File: src/monitor_code_decoder_defs.vh
// Constants for the monitor selection code decoder
`ifndef MONITOR_CODE_DECODER_DEFS_VH
`define MONITOR_CODE_DECODER_DEFS_VH
`define CODE_W            12
`define IDX_W             16
`define ERR_W             16
`define ERR_BAD_CODE      16'h0031
`define ERR_BAD_INDEX     16'h0032
`define ERR_NONE          16'h0000
`define LEGACY_FLAG       12'h100
`define LEGACY_MASK       12'hF00
`define NEW_MASK          12'h0FF
`define UPPER_NIBBLE_MASK 12'hF00
`define SEL_DEVIATION     8'h01
`define SEL_RESOLUTION    8'h02
`define SEL_FILT_POS      8'h04
`define SEL_ACT_SPEED     8'h05
`define SEL_TORQUE        8'h06
`define SEL_ACT_POS       8'h07
`define SEL_UNFILT_POS    8'h08
`define SEL_LATCH_ONE     8'h09
`define SEL_LATCH_TWO     8'h0A
`define SEL_FILT_SPEED    8'h0C
`define SEL_SCALE_POS     8'h0D
`define SEL_REGEN_RATIO   8'h11
`define SEL_LOAD_RATIO    8'h12
`define MODE_W            2
`define MODE_POSITION     2'h0
`define MODE_SPEED        2'h1
`define MODE_TORQUE       2'h2
`define MODE_FULL_CLOSED  2'h3
`define UNDEF_WORD        32'h00000000
`define DEV_INDEX_MAX     16'h0002
`define INDEX_NONE        16'h0000
// Wishbone map: control word at 0x00, status word at 0x04
`define ADR_CONTROL       4'h0
`define ADR_STATUS        4'h4
`define CTRL_UNIT_BIT     0
`define CTRL_MODE_LSB     1
`define CTRL_MODE_MSB     2
`define CTRL_MAKER_LSB    8
`define CTRL_MAKER_MSB    15
`define CTRL_RESET        32'h00000000
`endif

File: src/monitor_code_decoder.v
// Monitor selection code decoder with a Wishbone control and status port
//
// What this block does
// Invalid selection code answers error 0031h.
// Maker codes in the main field return undefined value, no error.
// Invalid index answers error 0032h.
// Legacy 1xxh codes only in main field.
// New codes accepted in main and sub.
// Host clears upper nibble of new main code.
// 01h returns deviation per control mode.
// Deviation index 1 and 2 equal index 0.
// 02h returns encoder resolution.
// 04h returns filtered command position.
// Speeds scaled by speed unit setting.
// 0Ch undefined in torque control.
// 06h returns command torque.
// 07h returns actual or scale position.
// 08h returns unfiltered command position.
// 09h and 0Ah return latched positions.
// 0Dh returns scale position in pulses.
// 11h returns regenerative load ratio.
// 12h returns overload ratio.
// Results are signed 32-bit, 16-bit extended.
// Response echoes selection code and index.
// Answer registered within the request cycle.
//
// The Wishbone slave port and the address map are this design's own decisions.
`timescale 1ns/1ps
`include "monitor_code_decoder_defs.vh"
module monitor_code_decoder (
   // Clock and reset
   input  wire                  i_clock,
   input  wire                  i_rst_n,
   // Request from the frame parser
   input  wire                  i_req_valid,
   input  wire                  i_req_is_sub,
   input  wire [`CODE_W-1:0]    i_req_code,
   input  wire [`IDX_W-1:0]     i_req_index,
   // Monitored quantities
   input  wire [31:0]           i_deviation_pos,
   input  wire [31:0]           i_deviation_scale,
   input  wire [31:0]           i_encoder_resolution,
   input  wire [31:0]           i_filtered_cmd_position,
   input  wire [31:0]           i_actual_speed_rpm,
   input  wire [31:0]           i_actual_speed_cmd,
   input  wire [15:0]           i_command_torque,
   input  wire [31:0]           i_actual_position,
   input  wire [31:0]           i_unfiltered_cmd_position,
   input  wire [31:0]           i_latched_position_ch_one,
   input  wire [31:0]           i_latched_position_ch_two,
   input  wire [31:0]           i_filtered_cmd_speed_rpm,
   input  wire [31:0]           i_filtered_cmd_speed_cmd,
   input  wire [31:0]           i_scale_position,
   input  wire [15:0]           i_regen_ratio,
   input  wire [15:0]           i_load_ratio,
   // Wishbone slave
   input  wire                  i_wb_cyc,
   input  wire                  i_wb_stb,
   input  wire                  i_wb_we,
   input  wire [3:0]            i_wb_adr,
   input  wire [3:0]            i_wb_sel,
   input  wire [31:0]           i_wb_dat,
   output reg  [31:0]           o_wb_dat,
   output reg                   o_wb_ack,
   // Response
   output reg                   o_rsp_valid,
   output reg                   o_rsp_is_sub,
   output reg                   o_rsp_error,
   output reg  [`ERR_W-1:0]     o_rsp_error_code,
   output reg  [`CODE_W-1:0]    o_rsp_code_echo,
   output reg  [`IDX_W-1:0]     o_rsp_index_echo,
   output reg  [31:0]           o_rsp_monitor
);

   reg  [31:0]        control_r;
   reg  [15:0]        req_count_r;
   reg  [15:0]        err_count_r;

   wire               speed_unit_setting = control_r[`CTRL_UNIT_BIT];
   wire [`MODE_W-1:0] control_mode       = control_r[`CTRL_MODE_MSB:`CTRL_MODE_LSB];
   wire [7:0]         maker_code         = control_r[`CTRL_MAKER_MSB:`CTRL_MAKER_LSB];

   // Sign extension of the short quantities
   function [31:0] extend16;
      input [15:0] v;
      begin
         extend16 = {{16{v[15]}}, v};
      end
   endfunction

   function known_code;
      input [7:0] c;
      begin
         case (c)
            `SEL_DEVIATION, `SEL_RESOLUTION, `SEL_FILT_POS, `SEL_ACT_SPEED, `SEL_TORQUE,
            `SEL_ACT_POS, `SEL_UNFILT_POS, `SEL_LATCH_ONE, `SEL_LATCH_TWO,
            `SEL_FILT_SPEED, `SEL_SCALE_POS, `SEL_REGEN_RATIO, `SEL_LOAD_RATIO:
               known_code = 1'b1;
            default:
               known_code = 1'b0;
         endcase
      end
   endfunction

   // Only a subset of new codes has a legacy twin
   function legacy_twin;
      input [7:0] c;
      begin
         case (c)
            `SEL_DEVIATION, `SEL_RESOLUTION, `SEL_FILT_POS, `SEL_ACT_SPEED, `SEL_TORQUE,
            `SEL_REGEN_RATIO, `SEL_LOAD_RATIO:
               legacy_twin = 1'b1;
            default:
               legacy_twin = 1'b0;
         endcase
      end
   endfunction

   // Both speed monitors share this unit selection
   function [31:0] scaled_speed;
      input        unit;
      input [31:0] per_minute;
      input [31:0] per_cmd;
      begin
         if (unit) begin
            scaled_speed = per_cmd;
         end else begin
            scaled_speed = per_minute;
         end
      end
   endfunction

   // Highest index that each monitor answers to
   function [`IDX_W-1:0] index_limit;
      input [7:0] c;
      begin
         case (c)
            `SEL_DEVIATION: index_limit = `DEV_INDEX_MAX;
            default:        index_limit = `INDEX_NONE;
         endcase
      end
   endfunction

   reg                is_legacy;
   reg                is_new;
   reg  [7:0]         sel;
   reg                code_ok;
   reg                maker;
   reg                index_ok;
   reg  [31:0]        value;
   reg                err_nxt;
   reg  [`ERR_W-1:0]  err_code_nxt;
   reg  [31:0]        monitor_nxt;

   // Code check: a legacy code is refused in the subcommand field
   always @* begin
      is_legacy = (i_req_code & `LEGACY_MASK) == `LEGACY_FLAG;
      is_new    = (i_req_code & `UPPER_NIBBLE_MASK) == 12'h000;
      sel       = i_req_code[7:0];
      maker     = 1'b0;
      code_ok   = 1'b0;
      // Any other upper nibble is neither form and ends as a code error
      if (is_legacy) begin
         code_ok = !i_req_is_sub && legacy_twin(sel);
      end else if (is_new) begin
         code_ok = known_code(sel);
         // Maker codes are only honoured in the main field
         maker   = !i_req_is_sub && (sel == maker_code) && (maker_code != 8'h00);
      end
   end

   // Deviation takes indexes 0 to 2, every other monitor only 0
   always @* begin
      index_ok = i_req_index <= index_limit(sel);
   end

   // Undefined monitors read as zero so a stale word never leaks out
   always @* begin
      value = `UNDEF_WORD;
      case (sel)
         `SEL_DEVIATION: begin
            if (control_mode == `MODE_POSITION) begin
               value = i_deviation_pos;
            end else if (control_mode == `MODE_FULL_CLOSED) begin
               value = i_deviation_scale;
            end else begin
               value = `UNDEF_WORD;
            end
         end
         `SEL_RESOLUTION: begin
            value = i_encoder_resolution;
         end
         `SEL_FILT_POS: begin
            value = i_filtered_cmd_position;
         end
         `SEL_ACT_SPEED: begin
            value = scaled_speed(speed_unit_setting, i_actual_speed_rpm, i_actual_speed_cmd);
         end
         `SEL_TORQUE: begin
            value = extend16(i_command_torque);
         end
         `SEL_ACT_POS: begin
            if (control_mode == `MODE_FULL_CLOSED) begin
               value = i_scale_position;
            end else begin
               value = i_actual_position;
            end
         end
         `SEL_UNFILT_POS: begin
            value = i_unfiltered_cmd_position;
         end
         `SEL_LATCH_ONE: begin
            value = i_latched_position_ch_one;
         end
         `SEL_LATCH_TWO: begin
            value = i_latched_position_ch_two;
         end
         `SEL_FILT_SPEED: begin
            if (control_mode == `MODE_TORQUE) begin
               value = `UNDEF_WORD;
            end else begin
               value = scaled_speed(speed_unit_setting, i_filtered_cmd_speed_rpm,
                                    i_filtered_cmd_speed_cmd);
            end
         end
         `SEL_SCALE_POS: begin
            value = i_scale_position;
         end
         `SEL_REGEN_RATIO: begin
            value = extend16(i_regen_ratio);
         end
         `SEL_LOAD_RATIO: begin
            value = extend16(i_load_ratio);
         end
         default: begin
            value = `UNDEF_WORD;
         end
      endcase
   end

   // Priority: maker code, then a bad code, then a bad index
   always @* begin
      err_nxt      = 1'b0;
      err_code_nxt = `ERR_NONE;
      monitor_nxt  = value;
      if (maker) begin
         monitor_nxt = `UNDEF_WORD;
      end else if (!code_ok) begin
         err_nxt      = 1'b1;
         err_code_nxt = `ERR_BAD_CODE;
         monitor_nxt  = `UNDEF_WORD;
      end else if (!index_ok) begin
         err_nxt      = 1'b1;
         err_code_nxt = `ERR_BAD_INDEX;
         monitor_nxt  = `UNDEF_WORD;
      end
   end

   // One clock of latency keeps the answer well inside the communication cycle
   always @(posedge i_clock or negedge i_rst_n) begin
      if (!i_rst_n) begin
         o_rsp_valid      <= 1'b0;
         o_rsp_is_sub     <= 1'b0;
         o_rsp_error      <= 1'b0;
         o_rsp_error_code <= `ERR_NONE;
         o_rsp_code_echo  <= {`CODE_W{1'b0}};
         o_rsp_index_echo <= {`IDX_W{1'b0}};
         o_rsp_monitor    <= `UNDEF_WORD;
      end else begin
         o_rsp_valid <= i_req_valid;
         if (i_req_valid) begin
            o_rsp_is_sub     <= i_req_is_sub;
            o_rsp_error      <= err_nxt;
            o_rsp_error_code <= err_code_nxt;
            o_rsp_code_echo  <= i_req_code;
            o_rsp_index_echo <= i_req_index;
            o_rsp_monitor    <= monitor_nxt;
         end
      end
   end

   // Counters wrap; they only feed the status word
   always @(posedge i_clock or negedge i_rst_n) begin
      if (!i_rst_n) begin
         req_count_r <= 16'h0000;
         err_count_r <= 16'h0000;
      end else if (i_req_valid) begin
         req_count_r <= req_count_r + 16'h0001;
         if (err_nxt) begin
            err_count_r <= err_count_r + 16'h0001;
         end
      end
   end

   // Classic Wishbone: ack one cycle after strobe, dropped the next cycle.
   // A write lands at the edge where the master sees ack, the same edge a read completes.
   wire        wb_req  = i_wb_cyc && i_wb_stb && !o_wb_ack;
   wire        wb_done = i_wb_cyc && i_wb_stb && o_wb_ack;
   wire [31:0] control_nxt;
   reg  [31:0] rd_nxt;

   genvar g;
   generate
      for (g = 0; g < 4; g = g + 1) begin : g_lane
         assign control_nxt[g*8 +: 8] = i_wb_sel[g] ? i_wb_dat[g*8 +: 8] : control_r[g*8 +: 8];
      end
   endgenerate

   // Unmapped addresses read back zero; a write returns zero data
   always @* begin
      rd_nxt = 32'h00000000;
      if (!i_wb_we) begin
         case (i_wb_adr)
            `ADR_CONTROL: begin
               rd_nxt = control_r;
            end
            `ADR_STATUS: begin
               rd_nxt = {err_count_r, req_count_r};
            end
            default: begin
               rd_nxt = 32'h00000000;
            end
         endcase
      end
   end

   always @(posedge i_clock or negedge i_rst_n) begin
      if (!i_rst_n) begin
         o_wb_ack  <= 1'b0;
         o_wb_dat  <= 32'h00000000;
         control_r <= `CTRL_RESET;
      end else begin
         o_wb_ack <= wb_req;
         if (wb_req) begin
            o_wb_dat <= rd_nxt;
         end
         if (wb_done && i_wb_we && (i_wb_adr == `ADR_CONTROL)) begin
            control_r <= control_nxt;
         end
      end
   end

endmodule

File: config.mk
export PLATFORM = sky130hd
export DESIGN_NAME = monitor_code_decoder
export DESIGN_NICKNAME = d
export VERILOG_FILES = /design/src/monitor_code_decoder.v
export VERILOG_INCLUDE_DIRS = /design/src
export SDC_FILE = /design/constraint.sdc
export NUM_CORES = 1
export LEC_CHECK = 0
export CAP_MARGIN = 20
export CORE_AREA = 2 2 254 256
export CTS_CLUSTER_DIAMETER = 60
export DETAILED_ROUTE_END_ITERATION = 8
export DIE_AREA = 0 0 256 258
export DONT_BUFFER_PORTS = 1
export PLACE_DENSITY = 0.43
export SLEW_MARGIN = 20
export SYNTH_ARGS = -nofsm -noshare
export SYNTH_HDL_FRONTEND = slang
export SYNTH_SLANG_ARGS = --single-unit
File: constraint.sdc
create_clock -name i_clock -period 2.3 [get_ports i_clock]
set_clock_uncertainty 0.15 [all_clocks]
set_input_delay 0.46 -clock i_clock [delete_from_list [all_inputs] [get_ports i_clock]]
set_output_delay 0.46 -clock i_clock [all_outputs]
set_load 0.005 [all_outputs]
Word level (Yosys, flattened, before mapping)
Memory sizes are Yosys's and may differ from the RTL's.
Cells that the tools add are included.

word-level totals
  output and inout port bits = 112
  bits in registers = 176
  memories = 1
  memory bits (read-only) = 32

cells by class
  reduce and logical (&&, ||, !) cells = 21
  mux-type cells = 26
  $lt $le $gt $ge = 1
  add/subtract/negate cells = 2
  eq/ne operators = 18

memory list
  memory            words  width  read ports  clocked after Yosys merged registers in  write ports  line                       RTL
  (name not given)  32     1      1           0                                        0            monitor_code_decoder.v:94  case (c)

operator list
  operator                                                         number
  32-bit one-hot mux with 13 select lines                          1
  32-bit two-way mux                                               10
  32-bit one-hot mux with 2 select lines                           1
  8-bit by 4-bit == test with 1-bit output, second input constant  5
  16-bit by 1-bit adder with 16-bit output, second input constant  2
  8-bit by 3-bit == test with 1-bit output, second input constant  4
  6-bit two-way mux                                                3
  8-bit by 5-bit == test with 1-bit output, second input constant  2
  16-bit <= comparator                                             1
  12-bit logical NOT                                               1
  1-bit two-way mux                                                10
  2-bit AND reduction                                              5
  8-bit by 1-bit == test with 1-bit output, second input constant  1
  8-bit by 2-bit == test with 1-bit output, second input constant  1
  8-bit == test                                                    1
  1-bit logical AND                                                8
  8-bit nonzero test                                               1
  7-bit OR reduction                                               1
  2-bit == test, second input constant                             2
  4-bit by 1-bit == test with 1-bit output, second input constant  1
  4-bit by 3-bit == test with 1-bit output, second input constant  1
  4-bit logical NOT                                                1
  3-bit logical NOT                                                1
  1-bit logical NOT                                                2
  2 further kinds                                                  2

Logic depth before layout (Yosys ltp)
  depth after elaboration = 9
  depth in mapped cells = 11

Worst setup path after synthesis
Ideal clock, no wire load.

  path kind = input-to-reg
  start point = input port i_req_code[4]
  end point = register err_count_r[1]
  cell stages on the path = 10
  library setup time = 0.125 ns
  slack = -0.664 ns
  required time = 2.025 ns
  arrival time = 2.689 ns
  path through = clkbuf_1 nor4_2 clkbuf_1 nand2_1 inv_1 ha_1 a21oi_1 a2111o_1 nand2b_1 mux2_2

between the ends
  longest elaborated chain between the ends = 9
  elaborated cells between the ends (all ways) = 26
  those cells by class = 1 x order compare; 8 x eq/ne; 11 x mux; 5 x reduce/logical; 1 x memory

RTL lines
  what                                                          line                        RTL
  start: declaration                                            monitor_code_decoder.v:37   input wire [`CODE_W-1:0] i_req_code,
  branches (longest 7 deep; another with 16-bit <= comparator)  --
  1-bit two-way mux *                                           monitor_code_decoder.v:246  if (maker) begin
  2-bit AND reduction (no line) *                               --
  end signal: assignment                                        monitor_code_decoder.v:290  err_count_r <= err_count_r + 16'h0001;
  end: declaration                                              monitor_code_decoder.v:77   reg [15:0] err_count_r;

Every way passes the cells marked *. The select of a mux whose other input is x is not followed.
A chain may end at the register's enable or synchronous reset.

Worst setup path after layout
  start point = register control_r[0]
  end point = register o_rsp_monitor[4]

between the ends
  longest elaborated chain between the ends = 6
  elaborated cells between the ends (all ways) = 7
  those cells by class = 7 x mux

RTL lines
  what                                       line                        RTL
  start: declaration                         monitor_code_decoder.v:75   reg [31:0] control_r;
  start signal: assignment                   monitor_code_decoder.v:331  control_r <= `CTRL_RESET;
  start signal: assignment                   monitor_code_decoder.v:338  control_r <= control_nxt;
  32-bit two-way mux                         monitor_code_decoder.v:125  if (unit) begin
  32-bit two-way mux                         monitor_code_decoder.v:219  if (control_mode == `MODE_TORQUE) begin
  32-bit one-hot mux with 13 select lines *  monitor_code_decoder.v:180  case (sel)
  32-bit two-way mux *                       monitor_code_decoder.v:252  end else if (!index_ok) begin
  32-bit two-way mux *                       monitor_code_decoder.v:248  end else if (!code_ok) begin
  32-bit two-way mux *                       monitor_code_decoder.v:246
  end signal: assignment                     monitor_code_decoder.v:268  o_rsp_monitor <= `UNDEF_WORD;
  end signal: assignment                     monitor_code_decoder.v:277  o_rsp_monitor <= monitor_nxt;
  end: declaration                           monitor_code_decoder.v:72   output reg [31:0] o_rsp_monitor

Every way passes the cells marked *; elsewhere a longest branch is shown, timed or not.

==> results by group <==
Outcome
  – Status: complete, but fails checks
  – Failing checks: negative hold slack, negative setup slack

Cells and area
  – FF/Latch Area: slightly above 4000 um^2
  – Nets@finish: about 1.9k
  – Area of the multi-input gates: slightly below 7000 um^2
  – Post-route insts no fill: around 2.2k
  – Most frequent cells in the layout: dfrtp_1, buf_4, nand2_1
  – Commonest non-fill, non-tap cell in the layout: dfrtp_1
  – Share of layout cells above drive strength 1: 0.303
  – Layout filler cell count: a little under 7k
  – Synth-to-layout area growth: 39.5%

Drt
  – Drt first pass iters: 5
  – DR iter-0 viols: ~880
  – DRC violations left: 0
  – Routed Antenna Nets: 0
  – Final WL: about 74000 um
  – Drt wl/cell: around 33 um
  – Vias: roughly 11k
  – Vias/cell: 5.06

Critical path
  – Critical path arrival: ~2.7 ns
  – Crit path max fanout: 6
  – CP startpoint kind: register
  – R2r setup slk: -0.15 ns
  – Worst EP required: between 2 and 3 ns
  – R2R depth: 8
  – RR Endpoint: o_rsp_monitor[4]
  – Slowest stage cell, crit path: dfrtp_4
  – Kind of critical path: register to register
  – Type of element capturing the critical path: register
  – Worst reg2reg startpoint: control_r[0]
  – Critical-path cell list: buf_12, buf_16, mux2_4, a222oi_1, buf_4, o21ai_2, a211oi_2, a21oi_1
  – Crit path to: o_rsp_monitor[4]
  – Max incr delay on CP: 0.53 ns
  – Worst setup startpoint: control_r[0]

Global routing
  – Total global routing overflow: 0
  – First-pass GRT wire length: approximately 100000 um
  – Gr usage total: 0.215
  – Largest net degree at the start of global routing: about 160
  – Vias in the first global route: about 12k
  – Initial antenna violation count: 16

Floorplan
  – Die Footprint: about 66000 um^2
  – DIE HEIGHT: about 260 um
  – Starting Density: 0.172
  – Rows: 93
  – Core footprint: around 64000 um^2
  – Ports: 651
  – Die Wd: roughly 260 um

CTS
  – Clock Tree Buf Depth: 2
  – Root Buffer: clkbuf_16
  – Htree depth: 4
  – Num Clock Sinks: between 150 and 200
  – Clk pin slew, worst setup/hold paths: 0.08 ns
  – Hold_buf cts: between 60 and 70
  – Num CTS Buffers: 17
  – CTS tree: done
  – Worst skew pair latency: 0.48 ns

Timing
  – Max Clk Rate: ~410 MHz
  – Max Slew Vio Count: 0
  – Slew @ Worst Pin: just under 1 ns
  – Rel. slew slack: 0.348
  – Hold Vio Cnt, Final: ~160
  – Final Cycle Share: 1.06
  – Tmin final: about 2.4 ns
  – Worst setup margin: -0.147 ns
  – RSZ-0062 raised after global routing: yes
  – Hold Slack: -0.481 ns
  – Setup TNS: -1.13 ns
  – Final Setup Violations: 14

Logic synthesis
  – Mapped Cells: 1169
  – Syn avg cell area: around 9.4 um^2
  – Post-synthesis cell area: around 11000 um^2
  – Main flop type after synthesis: dfrtp_1
  – Synth Warn #: 0
  – Register area share after synthesis: 0.371
  – #FFs+latches synth: about 160
  – Count of cell types in the netlist: between 60 and 70
  – Number of synthesized flops with an enable pin: 0
  – Post-synthesis async set-or-reset flop share: 1.00

Placed design
  – HPWL after DPL: roughly 57000 um
  – Cell Count Post-Placement: 2097
  – IO Port Bufs: 0
  – Dpl ws: -0.857 ns
  – Gp weighted congestion: 1.02

Run
  – Max cap viols: 0

Power and ir drop
  – Tot Pwr: 7.88 mW
  – Leak Pwr: about 6 nW
  – Worst VDD drop: around 0.57 mV
  – Power Dens Cells: roughly 520 nW/um^2

Hold path
  – Hold crit path type: input pin to async pin
-- worst min-delay path by stage --
stage               slack, ns              to    start  cells after the start
finish                  -0.48     o_wb_dat[6]  i_rst_n                      0
global route            -0.52     o_wb_dat[6]  i_rst_n                      0
CTS                     -0.53  req_count_r[6]  i_rst_n                      0
detailed placement       0.02     o_wb_dat[6]  i_rst_n                      0
global placement         0.02     o_wb_dat[5]  i_rst_n                      0
floorplan                0.01    control_r[0]  i_rst_n                      0
-- critical path, delay by kind of cell, from the launching register on --
kind / cells / cell delay (ns)
buf+inv: 3 / 0.52
mux: 1 / 0.30
compound gates: 4 / 0.82
flops: 1 / 0.53
-- synthesized netlist by cell type, types with 14 or more instances --
cell type | instances | area (um^2)
dfrtp_1 | 162 | 4050
nand2_1 | 104 | 390
mux2_2 | 99 | 1110
a22oi_1 | 98 | 736
mux2i_1 | 83 | 831
clkbuf_1 | 63 | 236
o22ai_1 | 58 | 363
o21ai_0 | 54 | 270
nor2_1 | 48 | 180
inv_1 | 42 | 158
xnor2_1 | 31 | 272
nand3_1 | 29 | 145
a21oi_1 | 26 | 130
nor4_1 | 16 | 100
a222oi_1 | 14 | 140
buf_1 | 14 | 52.6
buf_2 | 14 | 70.1
buf_4 | 14 | 105
nor3_1 | 14 | 70.1
o221ai_1 | 14 | 123
-- metrics by stage --
step	cell area, um^2	util
2_1_floorplan	11100	-
3_3_place_gp	13200	0.207
3_5_place_dp	13200	0.207
4_1_cts	14900	0.234
5_1_grt	15200	0.240
6_report	15300	0.240
-- area by class of cell --
| type | instances | share of cell area |
|---|---|---|
| repair buffers | 249 | 0.160 |
| well taps | 855 | 0.0701 |
| clock inverters | 15 | 0.0139 |
| flip-flops and latches | 162 | 0.266 |
| clock buffers | 17 | 0.0279 |
| inverters | 42 | 0.0105 |
| diodes | 7 | 0.00115 |
| multi-input cells | 871 | 0.450 |
-- state kept, by name (all words and copies together), names as in the netlist --
name / flops
control_r: 32
err_count_r: 16
o_rsp_code_echo: 12
o_rsp_error_code: 3
o_rsp_index_echo: 16
o_rsp_is_sub: 1
o_rsp_monitor: 32
o_rsp_valid: 1
o_wb_ack: 1
o_wb_dat: 32
req_count_r: 16
-- where the power goes --
group          internal (mW)  leakage (nW)  switching (mW)
logic                  0.663          3.57           0.652
clock network           1.76         0.306            1.47
registers               3.06          2.14           0.286
total                   5.48          6.02            2.41
-- what timing repair did --
action | 4_1_cts | 5_1_grt
endpoints found under the setup margin | 49 | 39
gates cloned | 1 | 3
endpoints found under the hold margin | 257 | 162
pin swaps | 31 | 45
setup buffers | 9 | 11
resized for setup | 66 | 50
-- routing by layer --
metal  global-route usage  wire length [um]  part of all wire  vias up
li1                     -                 -                 -     4787
met1                0.264             30100              0.41     5681
met2                0.344             33900              0.46      634
met3               0.0795              7420              0.10       94
met4               0.0794              2290             0.031       16
met5                    0               103            0.0014        -
-- kinds of logic (layout without fill, tap and decap cells) --
kind of cell	count (synthesis)	in the layout	synth area share
adders and majority gates	8	8	0.00915
other	1	19	0.000343
AOI/OAI and AO/OA	347	347	0.227
xor gates and xnor gates	38	38	0.0304
DFF	162	162	0.371
and+or+nand+nor	284	284	0.128
muxes	182	182	0.178
buffers and inverters	147	323	0.0569
Note: power is estimated with default switching activity, not from simulation.
